**config.mk**
```make
export PLATFORM = sky130hd
export DESIGN_NAME = clockgen_watchdog_divisor_regs
export DESIGN_NICKNAME = d
export VERILOG_FILES = /design/src/rtl/wd_step_timer.v /design/src/rtl/clockgen_watchdog_divisor_regs.v
export VERILOG_INCLUDE_DIRS = /design/src /design/src/rtl
export SDC_FILE = /design/constraint.sdc
export NUM_CORES = 1
export LEC_CHECK = 0
export BUFFER_PORTS_ARGS = -buffer_cell sky130_fd_sc_hd__buf_4
export CORE_ASPECT_RATIO = 0.75
export CORE_MARGIN = 4
export CORE_UTILIZATION = 56
export CTS_CLUSTER_DIAMETER = 150
export DETAILED_ROUTE_END_ITERATION = 10
export GPL_ROUTABILITY_DRIVEN = 0
export GPL_TIMING_DRIVEN = 1
export MAX_ROUTING_LAYER = met4
export PLACE_DENSITY_LB_ADDON = 0.05
export SLEW_MARGIN = 20
export SYNTH_ARGS = -nofsm -noshare
export SYNTH_HDL_FRONTEND = slang
export SYNTH_SLANG_ARGS = --single-unit
export TNS_END_PERCENT = 10
```
**constraint.sdc**
```tcl
create_clock -name clock_i -period 2.5 [get_ports clock_i]
set_input_delay 0 -clock clock_i [delete_from_list [all_inputs] [get_ports clock_i]]
set_output_delay 0 -clock clock_i [all_outputs]
set_load 0.01 [all_outputs]
```
**src/rtl/clockgen_wd_regs.vh**
```
// Register offsets, field positions, reset values and timing for the watchdog slice
`ifndef CLOCKGEN_WD_REGS_VH
`define CLOCKGEN_WD_REGS_VH

// ----------------------------------------------------------------------------
// Register offsets (byte index on the serial register port)
// ----------------------------------------------------------------------------
`define GRP66_EN_OFFS        8'h04
`define WD_CTRL_OFFS         8'h05
`define WD_PERIOD_OFFS       8'h06
`define DIV_MNH_OFFS         8'h07
`define DIV_NL_OFFS          8'h08

// ----------------------------------------------------------------------------
// Field positions
// ----------------------------------------------------------------------------
`define WD_CTRL_STRAP_BIT    7
`define WD_CTRL_RUN_BIT      6
`define WD_CTRL_EXP_BIT      5
`define WD_CTRL_SAFE_HI      4
`define WD_CTRL_SAFE_LO      0
`define DIV_NH_BIT           7
`define DIV_FB_B_BIT         6
`define DIV_FB_A_BIT         5
`define DIV_M_HI             4
`define DIV_M_LO             0

// ----------------------------------------------------------------------------
// Reset values
// ----------------------------------------------------------------------------
`define GRP66_EN_RST         8'hff
`define WD_SAFE_RST          5'h00
`define WD_PERIOD_RST        8'h08
`define DIV_NH_RST           1'h1
`define DIV_FB_B_RST         1'h1
`define DIV_FB_A_RST         1'h0
`define DIV_M_RST            5'h0d
`define DIV_NL_RST           8'h67
`define RDATA_UNMAPPED       8'h00

// ----------------------------------------------------------------------------
// Timing: one watchdog count is 250 ms; clock is 100 MHz (100000 kHz)
// ----------------------------------------------------------------------------
`define WD_STEP_MS           250
`define CLK_KHZ              100000
`define WD_STEP_CYCLES       (`WD_STEP_MS * `CLK_KHZ)

`endif

```
**src/rtl/wd_step_timer.v**
```verilog
// Free-running step timer that pulses once per watchdog count interval
`timescale 1ns/1ps
`include "clockgen_wd_regs.vh"

module wd_step_timer #(
    parameter integer STEP_CYCLES = `WD_STEP_CYCLES,
    parameter integer CNT_W       = 25
) (
    input  wire clock_i,
    input  wire rst_i,
    input  wire restart_i,
    output reg  step_o
);

    reg [CNT_W-1:0] cnt_r;

    // ------------------------------------------------------------------------
    // Counter
    // ------------------------------------------------------------------------

    // Restart realigns so the first step after a start is a full interval
    always @(posedge clock_i) begin
        if (rst_i || restart_i) begin
            cnt_r  <= {CNT_W{1'b0}};
            step_o <= 1'b0;
        end else if (cnt_r == STEP_CYCLES[CNT_W-1:0] - 1'b1) begin
            cnt_r  <= {CNT_W{1'b0}};
            step_o <= 1'b1;
        end else begin
            cnt_r  <= cnt_r + 1'b1;
            step_o <= 1'b0;
        end
    end

endmodule // wd_step_timer

```
**src/rtl/clockgen_watchdog_divisor_regs.v**
```verilog
// Output-group enables, watchdog and M/N divisor registers of the clock generator
//
// Function
// RULE1: Low four group bits gate mid-rate outputs.
// RULE2: Upper group bits reserved, reset one.
// RULE3: Control bit 7 reads captured strap.
// RULE4: Writing run bit starts or stops watchdog.
// RULE5: Run bit reads back counting state.
// RULE6: Countdown reaching zero sets expired flag.
// RULE7: Expired flag ignores host writes.
// RULE8: Timeout with reload loads fallback code.
// RULE9: Period register eight bits, 250 ms steps.
// RULE10: Period resets to eight, two seconds.
// RULE11: Running period decrements each step.
// RULE12: Period read returns remaining count.
// RULE13: N bit 8 in divisor register bit 7.
// RULE14: Low divisor register holds N bits 7..0.
// RULE15: M is five bits, reset 01101.
// RULE16: Host keeps factory bits at reset values.
// RULE17: Timeout without reload uses latched pins.
// RULE18: Timeout clears divisor synthesis enable.
// RULE19: Synth frequency is reference times (N+4)/M.
// RULE20: Restarting watchdog clears the expired flag.
`timescale 1ns/1ps
`include "clockgen_wd_regs.vh"

module clockgen_watchdog_divisor_regs #(
    parameter integer STEP_CYCLES = `WD_STEP_CYCLES,
    parameter integer STEP_CNT_W  = 25
) (
    input  wire       clock_i,
    input  wire       rst_i,
    // Register port, fed by the serial host decoder
    input  wire       reg_wr_i,
    input  wire       reg_rd_i,
    input  wire [7:0] reg_addr_i,
    input  wire [7:0] reg_wdata_i,
    output reg  [7:0] reg_rdata_o,
    output reg        reg_rvalid_o,
    // Straps and neighbouring control
    input  wire       drive_select_strap_b_i,
    input  wire [4:0] latched_freq_code_i,
    input  wire       fallback_reload_en_i,
    input  wire       divisor_synth_enable_i,
    // Outputs to the clock unit
    output reg  [3:0] mid_rate_clock_group_en_o,
    output reg        freq_reload_o,
    output reg  [4:0] freq_select_code_o,
    output reg        divisor_synth_clear_o,
    output reg        divisor_synth_active_o,
    output reg  [4:0] synth_m_o,
    output reg  [9:0] synth_n_plus4_o,
    output reg        factory_bit_b_o,
    output reg        factory_bit_a_o,
    output reg        watchdog_run_o,
    output reg        watchdog_expired_flag_o
);

    // ------------------------------------------------------------------------
    // State
    // ------------------------------------------------------------------------

    reg  [7:0] grp66_en_r;
    reg        strap_b_r;
    reg        strap_taken_r;
    reg        watchdog_run_r;
    reg        watchdog_run_nxt;
    reg        watchdog_expired_flag_r;
    reg        watchdog_expired_flag_nxt;
    reg  [4:0] fallback_freq_code_r;
    reg  [7:0] watchdog_period_count_r;
    reg  [7:0] watchdog_period_count_nxt;
    reg        div_nh_r;
    reg        factory_bit_b_r;
    reg        factory_bit_a_r;
    reg  [4:0] div_m_r;
    reg  [7:0] div_nl_r;
    reg  [7:0] rdata_nxt;
    reg        timeout_nxt;

    wire       step;
    wire       wr_grp;
    wire       wr_ctrl;
    wire       wr_period;
    wire       wr_mnh;
    wire       wr_nl;
    wire       start_req;
    wire       stop_req;
    wire [8:0] n_div;

    // Group reset kept at full width so the four-bit mirror takes a slice
    localparam [7:0] GRP66_RST_VAL = `GRP66_EN_RST;

    // ------------------------------------------------------------------------
    // Address decode
    // ------------------------------------------------------------------------

    // Write strobes per register; unknown offsets are ignored
    assign wr_grp    = reg_wr_i && (reg_addr_i == `GRP66_EN_OFFS);
    assign wr_ctrl   = reg_wr_i && (reg_addr_i == `WD_CTRL_OFFS);
    assign wr_period = reg_wr_i && (reg_addr_i == `WD_PERIOD_OFFS);
    assign wr_mnh    = reg_wr_i && (reg_addr_i == `DIV_MNH_OFFS);
    assign wr_nl     = reg_wr_i && (reg_addr_i == `DIV_NL_OFFS);

    // RULE4: run bit write
    assign start_req = wr_ctrl && reg_wdata_i[`WD_CTRL_RUN_BIT];
    assign stop_req  = wr_ctrl && !reg_wdata_i[`WD_CTRL_RUN_BIT];

    // RULE13: nine-bit N assembly
    assign n_div     = {div_nh_r, div_nl_r};

    // ------------------------------------------------------------------------
    // Step timer
    // ------------------------------------------------------------------------

    // RULE9: 250 ms step source
    wd_step_timer #(
        .STEP_CYCLES (STEP_CYCLES),
        .CNT_W       (STEP_CNT_W)
    ) u_step (
        .clock_i   (clock_i),
        .rst_i     (rst_i),
        .restart_i (start_req),
        .step_o    (step)
    );

    // ------------------------------------------------------------------------
    // Strap capture
    // ------------------------------------------------------------------------

    // RULE3: capture strap once after reset release
    // Taken by the clock, never by the reset, so the strap level is sampled
    always @(posedge clock_i) begin
        if (rst_i) begin
            strap_taken_r <= 1'b0;
            strap_b_r     <= 1'b0;
        end else if (!strap_taken_r) begin
            strap_taken_r <= 1'b1;
            strap_b_r     <= drive_select_strap_b_i;
        end
    end

    // ------------------------------------------------------------------------
    // Output group enables
    // ------------------------------------------------------------------------

    // RULE1: enable bits, all running after reset
    // RULE2: reserved bits kept writable, reset to one
    always @(posedge clock_i) begin
        if (rst_i) begin
            grp66_en_r <= `GRP66_EN_RST;
        end else if (wr_grp) begin
            grp66_en_r <= reg_wdata_i;
        end
    end

    // ------------------------------------------------------------------------
    // Watchdog next state
    // ------------------------------------------------------------------------

    // Countdown, expiry and host control in one place
    always @* begin
        watchdog_run_nxt          = watchdog_run_r;
        watchdog_expired_flag_nxt = watchdog_expired_flag_r;
        watchdog_period_count_nxt = watchdog_period_count_r;
        timeout_nxt               = 1'b0;

        // RULE9: host loads the period
        if (wr_period) begin
            watchdog_period_count_nxt = reg_wdata_i;
        end

        // RULE20: restart clears the expired flag
        if (start_req) begin
            watchdog_run_nxt          = 1'b1;
            watchdog_expired_flag_nxt = 1'b0;
        end else if (stop_req) begin
            watchdog_run_nxt = 1'b0;
        end

        // RULE11: decrement once per step while running
        // A period write in the same cycle wins over the decrement
        if (watchdog_run_r && step && !start_req && !stop_req) begin
            if (watchdog_period_count_r <= 8'h01) begin
                // RULE6: reaching zero sets the expired flag
                if (!wr_period) begin
                    watchdog_period_count_nxt = 8'h00;
                end
                watchdog_run_nxt          = 1'b0;
                watchdog_expired_flag_nxt = 1'b1;
                timeout_nxt               = 1'b1;
            end else if (!wr_period) begin
                watchdog_period_count_nxt = watchdog_period_count_r - 8'h01;
            end
        end
    end

    // ------------------------------------------------------------------------
    // Watchdog registers
    // ------------------------------------------------------------------------

    // RULE10: period resets to eight steps
    // RULE7: written flag bit ignored; set by expiry, cleared only by a run-bit start write
    always @(posedge clock_i) begin
        if (rst_i) begin
            watchdog_run_r          <= 1'b0;
            watchdog_expired_flag_r <= 1'b0;
            watchdog_period_count_r <= `WD_PERIOD_RST;
            fallback_freq_code_r    <= `WD_SAFE_RST;
        end else begin
            watchdog_run_r          <= watchdog_run_nxt;
            watchdog_expired_flag_r <= watchdog_expired_flag_nxt;
            watchdog_period_count_r <= watchdog_period_count_nxt;
            if (wr_ctrl) begin
                fallback_freq_code_r <= reg_wdata_i[`WD_CTRL_SAFE_HI:`WD_CTRL_SAFE_LO];
            end
        end
    end

    // ------------------------------------------------------------------------
    // Timeout actions
    // ------------------------------------------------------------------------

    // One-cycle reload and clear pulses toward the select logic
    always @(posedge clock_i) begin
        if (rst_i) begin
            freq_reload_o         <= 1'b0;
            freq_select_code_o    <= 5'h00;
            divisor_synth_clear_o <= 1'b0;
        end else begin
            freq_reload_o         <= timeout_nxt;
            // RULE18: expiry drops divisor synthesis
            divisor_synth_clear_o <= timeout_nxt;
            if (timeout_nxt) begin
                // RULE8: fallback code when reload enabled
                // RULE17: otherwise the latched pin code
                if (fallback_reload_en_i) begin
                    freq_select_code_o <= fallback_freq_code_r;
                end else begin
                    freq_select_code_o <= latched_freq_code_i;
                end
            end
        end
    end

    // ------------------------------------------------------------------------
    // Divisor registers
    // ------------------------------------------------------------------------

    // RULE13: N bit 8 shares the register with M
    // RULE15: M in the low five bits
    // RULE16: factory bits stored as written; host is expected to keep them
    always @(posedge clock_i) begin
        if (rst_i) begin
            div_nh_r        <= `DIV_NH_RST;
            factory_bit_b_r <= `DIV_FB_B_RST;
            factory_bit_a_r <= `DIV_FB_A_RST;
            div_m_r         <= `DIV_M_RST;
        end else if (wr_mnh) begin
            div_nh_r        <= reg_wdata_i[`DIV_NH_BIT];
            factory_bit_b_r <= reg_wdata_i[`DIV_FB_B_BIT];
            factory_bit_a_r <= reg_wdata_i[`DIV_FB_A_BIT];
            div_m_r         <= reg_wdata_i[`DIV_M_HI:`DIV_M_LO];
        end
    end

    // RULE14: low eight bits of N
    always @(posedge clock_i) begin
        if (rst_i) begin
            div_nl_r <= `DIV_NL_RST;
        end else if (wr_nl) begin
            div_nl_r <= reg_wdata_i;
        end
    end

    // ------------------------------------------------------------------------
    // Synthesizer terms
    // ------------------------------------------------------------------------

    // RULE19: hand over M and N+4 so the PLL forms ref*(N+4)/M
    // Active only while the neighbouring enable is set and not being cleared
    always @(posedge clock_i) begin
        if (rst_i) begin
            synth_m_o              <= `DIV_M_RST;
            synth_n_plus4_o        <= {1'b0, `DIV_NH_RST, `DIV_NL_RST} + 10'h004;
            divisor_synth_active_o <= 1'b0;
        end else begin
            synth_m_o              <= div_m_r;
            synth_n_plus4_o        <= {1'b0, n_div} + 10'h004;
            // RULE18: no synthesis in the timeout cycle
            divisor_synth_active_o <= divisor_synth_enable_i && !timeout_nxt;
        end
    end

    // ------------------------------------------------------------------------
    // Read path
    // ------------------------------------------------------------------------

    // Read mux; unmapped offsets return zero
    always @* begin
        case (reg_addr_i)
            `GRP66_EN_OFFS: begin
                rdata_nxt = grp66_en_r;
            end
            `WD_CTRL_OFFS: begin
                // RULE3: strap readback; RULE5: live counting state
                rdata_nxt = {strap_b_r, watchdog_run_r, watchdog_expired_flag_r,
                             fallback_freq_code_r};
            end
            `WD_PERIOD_OFFS: begin
                // RULE12: remaining count, not the written value
                rdata_nxt = watchdog_period_count_r;
            end
            `DIV_MNH_OFFS: begin
                rdata_nxt = {div_nh_r, factory_bit_b_r, factory_bit_a_r, div_m_r};
            end
            `DIV_NL_OFFS: begin
                rdata_nxt = div_nl_r;
            end
            default: begin
                rdata_nxt = `RDATA_UNMAPPED;
            end
        endcase
    end

    // Read data registered, valid one cycle after the strobe
    always @(posedge clock_i) begin
        if (rst_i) begin
            reg_rdata_o  <= 8'h00;
            reg_rvalid_o <= 1'b0;
        end else begin
            reg_rvalid_o <= reg_rd_i;
            if (reg_rd_i) begin
                reg_rdata_o <= rdata_nxt;
            end
        end
    end

    // ------------------------------------------------------------------------
    // Registered status outputs
    // ------------------------------------------------------------------------

    // Mirrors of internal state; one cycle behind the state itself
    always @(posedge clock_i) begin
        if (rst_i) begin
            mid_rate_clock_group_en_o <= GRP66_RST_VAL[3:0];
            factory_bit_b_o           <= `DIV_FB_B_RST;
            factory_bit_a_o           <= `DIV_FB_A_RST;
            watchdog_run_o            <= 1'b0;
            watchdog_expired_flag_o   <= 1'b0;
        end else begin
            // RULE1: gate for the four mid-rate outputs
            mid_rate_clock_group_en_o <= grp66_en_r[3:0];
            factory_bit_b_o           <= factory_bit_b_r;
            factory_bit_a_o           <= factory_bit_a_r;
            watchdog_run_o            <= watchdog_run_r;
            watchdog_expired_flag_o   <= watchdog_expired_flag_r;
        end
    end

endmodule // clockgen_watchdog_divisor_regs

```
# == Word-level counts from Yosys, hierarchy flattened ==
# Cells that the tools add are included.
# totals
elab_cells,71
reg_bits,106
inputBits,28
out_inout_bits,40
# op_classes
mux,18
magnitude_cmp,1
n_eq_ne,6
reduce_logical,17
n_addsub,3
# ops
cell,count
$mux W8,5
$pmux W8 S5,1
$eq A8 B3 Y1 const B,4
$add A25 B1 Y25 const B,1
$eq A25 B25 Y1 const B,1
$logic_and A1 B1 Y1,11
$mux W1,11
$add A9 B3 Y10 const B,1
$eq A8 B4 Y1 const B,1
$le A8 B1 Y1 const B,1
$sub A8 B1 Y8 const B,1
$mux W5,1
$logic_not A1 Y1,4
$reduce_or A2 Y1,1
$logic_or A1 B1 Y1,1

# == Logic depth before layout (Yosys ltp) ==
# Gate-level depths: netlist of run 1.
# depth
word_depth,9
mapped_depth,7
mapped_depth_nobuf,6

# == By module ==
# From an unflattened synthesis of run 1, not the netlist that was laid out.
# unflattened
cells_unflattened,497
hier_area_um2,4409.2
# modules_own_cells
mod,cells_per_inst,n_inst,area_per_inst_um2,seq_area_each_um2
clockgen_watchdog_divisor_regs,360,1,3223.1,1601.5
wd_step_timer,137,1,1186.1,520.5

# == Worst setup path before layout of run 1 ==
# OpenSTA, ideal clock, no wires.
# synth_path
path_type,register to register
start,reg watchdog_period_count_r[0]
end,reg watchdog_period_count_r[4]
setup_ps,91
stages_incl_launch_ff,8
period_less_slack_ps,1966
required_ps,2409
arrival_time_ps,1875
path_slack_ps,534
n_path_buf,1
cell_sequence,dfxtp_1 -> inv_1 -> ha_1 -> or2_1 -> and3_1 -> clkbuf_1 -> or4_1 -> a311oi_1
# synth_via
elab_chain_len,4
elab_cells_between_ends,5
classes_between,add/sub (1); order compare (1); mux (3)
# synth_rtl
element,line_no,text
start: declaration,clockgen_watchdog_divisor_regs.v:71,reg [7:0] watchdog_period_count_r;
start signal: assignment,clockgen_watchdog_divisor_regs.v:208,watchdog_period_count_r <= `WD_PERIOD_RST;
start signal: assignment,clockgen_watchdog_divisor_regs.v:213,watchdog_period_count_r <= watchdog_period_count_nxt;
$sub A8 B1 Y8,clockgen_watchdog_divisor_regs.v:193,watchdog_period_count_nxt = watchdog_period_count_r - 8'h01;
$mux W8,clockgen_watchdog_divisor_regs.v:192,end else if (!wr_period) begin
$mux W8 (*),clockgen_watchdog_divisor_regs.v:184,if (watchdog_period_count_r <= 8'h01) begin
$mux W8 (*),clockgen_watchdog_divisor_regs.v:183,if (watchdog_run_r && step && !start_req && !stop_req) begin
# Every way passes the cells marked *; elsewhere a longest branch is shown, timed or not.
# A chain may end at the register's enable or synchronous reset.

# == Worst setup path after layout of run 1 ==
# Ends and elaborated chain as after synthesis.

==> results.yml, run 1 <==
run_status:
  status: "finished, final reports clean"
cts:
  clock_path_buffers: 2
  cts_sinks: 106
  cts-hold-fix-buffers: 16
  clkSlewWorstSetupHoldPaths_ns: 0.10
  cts_buffers: 9
  cts_tree: "built"
  cts-root-buf: "clkbuf_8"
  cts_resized: 0
  clock_latency_ns: 0.38
  htreeDepth: 3
  cts_setup_buffers: 0
placement:
  port_buffers: 67
  dp_hpwl_um: 8030
  dp_slack_ns: 0.472
  placed_cell_area_um2: 5020
power:
  p_switching_w: 0.000729
  clock_power_share: 0.382
  ir_drop_mv: 0.333
  combPwrFrac: 0.066
  internal-power_w: 0.00237
  p_seq_frac: 0.552
  powerDensity_nw_per_um2: 573
  p_leak_nw: 2.03
  sw_frac_of_total: 0.235
synthesis:
  seq_area_frac_synth: 0.470
  ys_ff_latch: 106
  synth.distinct_cells: 50
  async_flop_share: 0
  synth_area_per_cell_um2: 8.96
  synth-edff-count: 0
  synth_cells: 504
  syn_nets: 536
  synth_flop_cell: "dfxtp_1"
  yosysWarnings: 0
  syn_area_um2: 4520
timing:
  slew_violations: 0
  timing.slew.headroom: 0.521
  tns_ns: 0
  final-setup-viol-count: 0
  skew_ns: 0.0154
  period_minus_slack_ns: 2.06
  worst_slack_ns: 0.438
  rsz0062_at_grt: "false"
  hold_viol_final: 0
  fmax_mhz: 485
  tightest_slew_ns: 0.713
  fin_crit_sh: 0.825
global_route:
  grt_pass1_vias: 3555
  grt_start_max_net_pins: 57
  grt_first_pass_wirelength_um: 18700
  antenna_found_initial: 0
  gr-total-overflow: 0
  grt_usage: 0.252
floorplan:
  rows: 28
  ios: 68
  die_area_um2: 9580
  die_w_um: 112
  start_util: 0.573
  core-area_um2: 7880
  die_y_um: 85.8
layout:
  layout-drive-gt1-share: 0.179
  nets: 601
  syn_to_final_growth_pct: 19.8
  post-route-cell-area_um2: 5410
  fillers: 659
  insertedDiodeCount: 0
  mostFrequentLayoutCell: "dfxtp_1"
  final_util: 0.686
  mostFrequentLayoutCells: "dfxtp_1, buf_4, nand2_1, nor2_1, nand3_1"
worst_setup_path:
  critical_path.startpoint: "watchdog_period_count_r[0]"
  max_stage_delay_ns: 0.51
  path_depth: 6
  path_delay_family: "simple AND/OR/NAND/NOR gates"
  slowest_stage: "or4_1"
  path_cells: "inv_1 -> ha_1 -> or2_1 -> and3_1 -> or4_1 -> a311oi_1"
  cp-endpoint: "watchdog_period_count_r[4]"
  reg2reg_to: "watchdog_period_count_r[4]"
  critPathCaptureType: "register"
  rr_startpoint: "watchdog_period_count_r[0]"
  crit_fanout: 10
  cp-start-kind: "register"
  regToRegSetupSlack_ns: 0.44
  cp_data_required_time_ns: 2.79
  worst-path-buf-inv: 1
  reg2regPathDepth: 6
  cp_data_arrival_time_ns: 2.35
  crit_type: "reg2reg"
worst_hold_path:
  min_delay_path_depth: 3
  hp-class: "in2reg"
routing:
  wl_um: 11700
  vias: 3980
  antenna_left: 0
  dr.pass1.iters: 5
  wl_per_cell_um: 17.2
  first_iter_violations: 289
  post_drt_via_cell_ratio: 5.86
  drc: 0
job:
  drv_cap: 0
state kept, by name (all words and copies together), names as in the netlist, 4 cells and up:
name and flops:
grp66_en_r 8, synth_m_o 5, freq_select_code_o 5, synth_n_plus4_o 10
u_step.cnt_r 25, fallback_freq_code_r 5, watchdog_period_count_r 8, div_nl_r 8
reg_rdata_o 8, div_m_r 5, mid_rate_clock_group_en_o 4
power by group through the flow:
stage                     registers, W   logic, W  clock network (W)
after global placement         0.00175   0.000177                  0
after global routing           0.00171   0.000220            0.00126
after detailed placement       0.00175   0.000180                  0
after floorplan                0.00175  0.0000936                  0
final                          0.00171   0.000204            0.00118
after CTS                      0.00171   0.000202            0.00120
worst min-delay path by stage:
stage / startpoint / endpoint / slack [ns]
after floorplan: reg_wdata_i[3] / watchdog_period_count_r[3] / 0.12
after global placement: divisor_synth_enable_i / divisor_synth_active_o / 0.23
final: fallback_reload_en_i / freq_select_code_o[0] / 0.04
after CTS: fallback_reload_en_i / freq_select_code_o[0] / 0.03
after global routing: fallback_reload_en_i / freq_select_code_o[0] / 0.05
after detailed placement: divisor_synth_enable_i / divisor_synth_active_o / 0.23
final cells by class:
cell class	count	area, um^2	share of cell area
repair buffers	88	701	0.130
multi-input cells	356	2200	0.407
clock buffers	10	128	0.0236
well taps	105	131	0.0243
inverters	8	30.0	0.00555
clock inverters	6	95.1	0.0176
flip-flops and latches	106	2120	0.392
cell usage after synthesis (all sizes together), types with 2 or more instances:
cell type / count / share of area
nor4: 3 / 0.0089
o2bb2ai: 8 / 0.016
a311oi: 3 / 0.0058
nor2b: 6 / 0.0083
or2: 12 / 0.017
nand2: 63 / 0.052
nor4b: 4 / 0.0078
a31oi: 4 / 0.0055
nor3: 2 / 0.0033
ha: 4 / 0.011
and3: 7 / 0.0097
or4: 12 / 0.020
nor2: 38 / 0.032
inv: 6 / 0.0050
a21boi: 2 / 0.0033
dfxtp: 106 / 0.47
xnor2: 3 / 0.0058
nand3: 36 / 0.040
and2: 4 / 0.0055
and4: 5 / 0.0097
o31ai: 9 / 0.015
mux2i: 23 / 0.051
buf: 13 / 0.019
clkbuf: 21 / 0.017
a211oi: 14 / 0.023
clkinv: 2 / 0.0017
o21ai: 13 / 0.014
a221oi: 8 / 0.016
or3: 11 / 0.016
xor2: 13 / 0.025
nand2b: 3 / 0.0042
a21oi: 27 / 0.030
nand4: 12 / 0.017
tightest hold or removal path, stage by stage:
cell	delay (ns)
buf_4	0.15
mux2i_1	0.14
a211oi_1	0.08
metal layers:
layer / up-vias / global-route usage / wire length, um
met1: 1867 / 0.378 / 5710
met5: - / - / 0
met3: 13 / 0.0501 / 1020
li1: 1938 / - / -
met4: 0 / 0.0652 / 140
met2: 162 / 0.345 / 4840
metrics by stage:
stage / power, W / std cells / hold WS, ns
floorplan: 0.00185 / 504 / 0.123
global placement: 0.00193 / 647 / 0.229
detailed placement: 0.00193 / 647 / 0.229
CTS: 0.00311 / 679 / 0.0320
global route: 0.00319 / 679 / 0.0519
finish: 0.00310 / 679 / 0.0435
logic make-up after synthesis:
kind of cell,count (synthesis),share of synthesized area
AO/OA/AOI/OAI,92,0.137
XOR/XNOR,16,0.0310
adder cells (fa/ha/maj),4,0.0111
buffers and inverters,42,0.0427
flip-flops,106,0.470
multiplexers,23,0.0510
AND/OR/NAND/NOR,221,0.257
No activity file was read; power rests on OpenSTA's default activity.
==> run 2, diff against run 1 <==
Clock period 2.5 ns to 2 ns, I/O delays scaled along.
==> run 2 against run 1 <==
Worst setup slack worse by 0.35 ns. Fmax is 8.0% higher. Register-to-register slack worse by 0.35 ns. Final cell count is 1.9% higher. Non-clock buffer count is 13 higher. Die area stayed put. Global-route usage is 1.5 points higher. Hold slack better by 0.0076 ns. Clock-buffer cell count is 3 higher. Critical path depth stayed put. Largest cell class unchanged. Largest power group unchanged.
==> results.yml, run 2 (synthesis results as in run 1) <==
run_status:
  status: "finished, final reports clean"
routing:
  post_drt_via_cell_ratio: 5.86
  vias: 4058
  wl_met1_um: 5670
  met3_length_um: 1170
  drc: 0
  met2WireLength_um: 5160
  wl_per_cell_um: 17.6
  antenna_left: 0
  wl_um: 12200
  top_layer: "met4"
  first_iter_violations: 376
  dr.pass1.iters: 5
worst_setup_path:
  rr_startpoint: "watchdog_period_count_r[0]"
  cp_data_arrival_time_ns: 2.20
  regToRegSetupSlack_ns: 0.09
  crit_type: "reg2reg"
  reg2reg_to: "watchdog_period_count_r[6]"
  critPathCaptureType: "register"
  crit_fanout: 5
  reg2regPathDepth: 6
  cp_data_required_time_ns: 2.29
  cp-start-kind: "register"
timing:
  rsz0062_at_grt: "false"
  skew_ns: 0.0127
  slew_violations: 0
  tightest_slew_ns: 0.555
  final-setup-viol-count: 0
  fin_crit_sh: 0.954
  hold_viol_final: 0
  holdWs_ns: 0.0511
  period_minus_slack_ns: 1.91
  timing.slew.headroom: 0.630
  fmax_mhz: 524
  tns_ns: 0
worst_hold_path:
  hold_end: "freq_select_code_o[4]"
  hold_start: "fallback_reload_en_i"
  hp-class: "in2reg"
  min_delay_path_depth: 3
global_route:
  grt_first_pass_wirelength_um: 19800
  grt_pass1_vias: 3788
  antenna_found_initial: 0
  grt_start_max_net_pins: 57
  grt_usage: 0.267
  gr-total-overflow: 0
cts:
  clkSlewWorstSetupHoldPaths_ns: 0.09
  cts-root-buf: "clkbuf_8"
  clock_latency_ns: 0.38
  cts_sinks: 106
  cts_tree: "built"
  cts_setup_buffers: 0
  htreeDepth: 3
  clock_path_buffers: 2
  cts_buffers: 9
floorplan:
  die_w_um: 112
  core-area_um2: 7880
  die_area_um2: 9580
  ios: 68
  start_util: 0.573
  rows: 28
  die_y_um: 85.8
layout:
  layout-drive-gt1-share: 0.204
  mostFrequentLayoutCell: "dfxtp_1"
  stdcell_count: 692
  syn_to_final_growth_pct: 22.7
  reg.largest.list: "u_step.cnt_r: 25 flops, synth_n_plus4_o: 10 flops"
  insertedDiodeCount: 0
  multiInputGateArea_um2: 2210
  nets: 614
  largest_reg_flops: 25
  fillers: 654
  mostFrequentLayoutCells: "dfxtp_1, buf_4, nand2_1, nor2_1, nand3_1"
  regArea_um2: 2120
  top_register: "u_step.cnt_r"
placement:
  port_buffers: 67
  dpl.cell_count: 659
  dp_hpwl_um: 8330
power:
  p_leak_nw: 2.11
  ir_drop_mv: 0.450
  powerDensity_nw_per_um2: 713
job:
  drv_cap: 0
==> run 2: changes by cell type in the layout (fill, tap and decap cells not counted), sizes merged <==
cell and delta:
buf +12, clkbuf +3, dlygate4sd3 +1, inv -3
==> run 2: layer usage <==
metal / track usage / vias up
met5: - / -
met4: 0.0685 / 0
met3: 0.0635 / 18
met2: 0.372 / 171
met1: 0.390 / 1903
li1: - / 1966
==> run 2: area by class of cell <==
class,instances,area share
clock buffer,13,0.0323
multi-input combinational,356,0.398
timing repair buffer,101,0.144
clock inverter,3,0.0124
tap,105,0.0237
sequential,106,0.383
inverter,8,0.00542
==> run 2: worst max-delay path by stage <==
stage                                from  slack [ns]                          to
2_1_floorplan  watchdog_period_count_r[0]        0.03  watchdog_period_count_r[4]
3_3_place_gp   watchdog_period_count_r[0]        0.11  watchdog_period_count_r[4]
3_5_place_dp   watchdog_period_count_r[0]        0.06  watchdog_period_count_r[6]
4_1_cts        watchdog_period_count_r[0]        0.04  watchdog_period_count_r[4]
5_1_grt        watchdog_period_count_r[0]     0.00008  watchdog_period_count_r[4]
6_report       watchdog_period_count_r[0]        0.09  watchdog_period_count_r[6]
==> run 2: where the power goes <==
part | switching, W | total (W) | internal [W] | leakage, nW
Combinational | 0.000145 | 0.000263 | 0.000118 | 1.13
Sequential | 0.0000130 | 0.00214 | 0.00213 | 0.859
Clock | 0.000702 | 0.00155 | 0.000844 | 0.126
==> run 2: worst max-delay path: stages, from the launching register on <==
cell      delay, ns
dfxtp_2        0.35
inv_1          0.08
ha_2           0.18
nand2b_1       0.08
or4_1          0.42
or4b_1         0.47
a311oi_1       0.26
==> run 2: what timing repair did <==
| action | 4_1_cts | 5_1_grt |
|---|---|---|
| gates resized for setup | 0 | 4 |
| endpoints found under the hold margin | 52 | 0 |
| hold buffers | 17 | 0 |
| endpoints found under the setup margin | 0 | 4 |
==> run 2: stage by stage <==
stage | area [um^2] | total power, W | setup WS, ns | utilization
6_report | 5540 | 0.00395 | 0.0915 | 0.703
3_3_place_gp | 5110 | 0.00241 | 0.114 | 0.649
2_1_floorplan | 4520 | 0.00231 | 0.0338 | -
5_1_grt | 5540 | 0.00409 | 0.0000753 | 0.703
4_1_cts | 5530 | 0.00397 | 0.0440 | 0.702
3_5_place_dp | 5110 | 0.00242 | 0.0644 | 0.649
==> run 3, diff against run 2 <==
Clock period 2 ns to 1.9 ns, I/O delays scaled along.
==> run 3 against run 2 <==
Clock power down 13%. Non-clock buffer count up 13. Sequential share of layout area down 0.20 points. Sequential cell count unchanged. Clock-buffer cell count down 3. Largest cell class unchanged.
==> results.yml, run 3 (synthesis results as in run 1) <==
power:
  powerDensity_nw_per_um2: 697
  p_leak_nw: 2.13
  clock_power_share: 0.348
  p_switching_w: 0.000917
  sw_frac_of_total: 0.236
  internal-power_w: 0.00297
  combPwrFrac: 0.073
  p_seq_frac: 0.579
  ir_drop_mv: 0.405
  p_total_w: 0.00389
routing:
  wl_per_cell_um: 17.1
  first_iter_violations: 306
  wl_um: 12100
  met3_length_um: 1190
  met2WireLength_um: 5010
  dr.pass1.iters: 5
  drc: 0
  vias: 4127
  antenna_left: 0
  post_drt_via_cell_ratio: 5.87
  top_layer: "met4"
  wl_met1_um: 5660
layout:
  nets: 627
  top_register: "u_step.cnt_r"
  layout-drive-gt1-share: 0.219
  insertedDiodeCount: 0
  mostFrequentLayoutCell: "dfxtp_1"
  largest_reg_flops: 25
  mostFrequentLayoutCells: "dfxtp_1, buf_4, nand2_1, nor2_1, nand3_1"
  syn_to_final_growth_pct: 23.5
  reg.largest.list: "u_step.cnt_r: 25 flops, synth_n_plus4_o: 10 flops"
global_route:
  grt_start_max_net_pins: 44
  antenna_found_initial: 0
  grt_first_pass_wirelength_um: 19800
  grt_usage: 0.264
  gr-total-overflow: 0
  grt_pass1_vias: 3925
cts:
  cts-root-buf: "clkbuf_8"
  clock_path_buffers: 2
  cts_sinks: 106
  cts_buffers: 9
  cts_tree: "built"
  clock_latency_ns: 0.37
  clkSlewWorstSetupHoldPaths_ns: 0.09
  htreeDepth: 3
worst_setup_path:
  cp_data_required_time_ns: 2.18
  critPathCaptureType: "register"
  cp_data_arrival_time_ns: 2.16
  reg2regPathDepth: 6
  crit_type: "reg2reg"
  cp-start-kind: "register"
  crit_fanout: 5
timing:
  worst_slack_ns: 0.0182
  period_minus_slack_ns: 1.88
  timing.slew.headroom: 0.585
  hold_viol_final: 0
  slew_violations: 0
  final-setup-viol-count: 0
  skew_ns: 0.0112
  tightest_slew_ns: 0.618
  fin_crit_sh: 0.990
  fmax_mhz: 531
  rsz0062_at_grt: "true"
worst_hold_path:
  hp-class: "in2reg"
  min_delay_path_depth: 3
floorplan:
  die_area_um2: 9580
  ios: 68
  die_y_um: 85.8
  start_util: 0.573
  die_w_um: 112
  core-area_um2: 7880
  rows: 28
run_status:
  status: "finished, final reports clean"
job:
  drv_cap: 0
placement:
  port_buffers: 67
  dp_hpwl_um: 8550
  dp_slack_ns: 0.00191
-- run 3: changes by cell type in the layout (fill, tap and decap cells not counted), sizes merged --
cell	change
buf	+13
bufinv	-1
clkbuf	-3
clkinv	-1
clkinvlp	+2
inv	+1
-- run 3: per-stage QoR --
step	instance area (um^2)	TNS, ns	hold slack, ns	instances	util
after global placement	5200	0	0.229	670	0.660
after global routing	5580	-0.140	0.000869	703	0.707
after CTS	5550	-0.000739	0.00448	701	0.704
final	5580	0	0.0237	703	0.707
after detailed placement	5200	0	0.239	670	0.660
after floorplan	4520	0	0.123	504	-
-- run 3: layer usage --
layer	GRT usage	vias to the layer above
li1	-	1987
met4	0.0785	0
met2	0.369	180
met1	0.373	1938
met5	-	-
met3	0.0712	22
-- run 3: repair_timing --
item                       CTS  global route
buffers inserted             0             2
setup endpoints to repair    2             7
resized for setup            1             4
hold buffers                17             0
hold endpoints to repair    54             0
pin swaps                    1             1
-- run 3: cell type report --
cell class | instances | area, um^2
multi-input combinational | 356 | 2210
inverter | 8 | 30.0
timing repair buffer | 114 | 898
fill | 609 | 2310
sequential | 106 | 2130
tap | 105 | 131
clock buffer | 10 | 128
clock inverter | 4 | 53.8
-- run 3: worst max-delay path, cell delays in order, from the launching register on --
cell      delay [ns]
dfxtp_2         0.35
inv_1           0.07
ha_2            0.18
nand2b_1        0.09
or4_1           0.43
or4b_1          0.48
a311oi_1        0.21
-- run 3: path summary, 6_finish.rpt --
check                                                start                    endpoint  slack, ns
worst max-delay path            watchdog_period_count_r[0]  watchdog_period_count_r[6]       0.02
worst min-delay path                latched_freq_code_i[0]       freq_select_code_o[0]       0.02
worst max register to register  watchdog_period_count_r[0]  watchdog_period_count_r[6]       0.02
worst min register to register             u_step.cnt_r[0]             u_step.cnt_r[0]       0.47
-- run 3: power by group through the flow --
| stage | Clock (W) | Sequential (W) | Combinational [W] |
|---|---|---|---|
| after floorplan | 0 | 0.00231 | 0.000123 |
| after global placement | 0 | 0.00230 | 0.000245 |
| after detailed placement | 0 | 0.00230 | 0.000249 |
| after CTS | 0.00138 | 0.00225 | 0.000278 |
| after global routing | 0.00146 | 0.00226 | 0.000302 |
| final | 0.00135 | 0.00225 | 0.000284 |
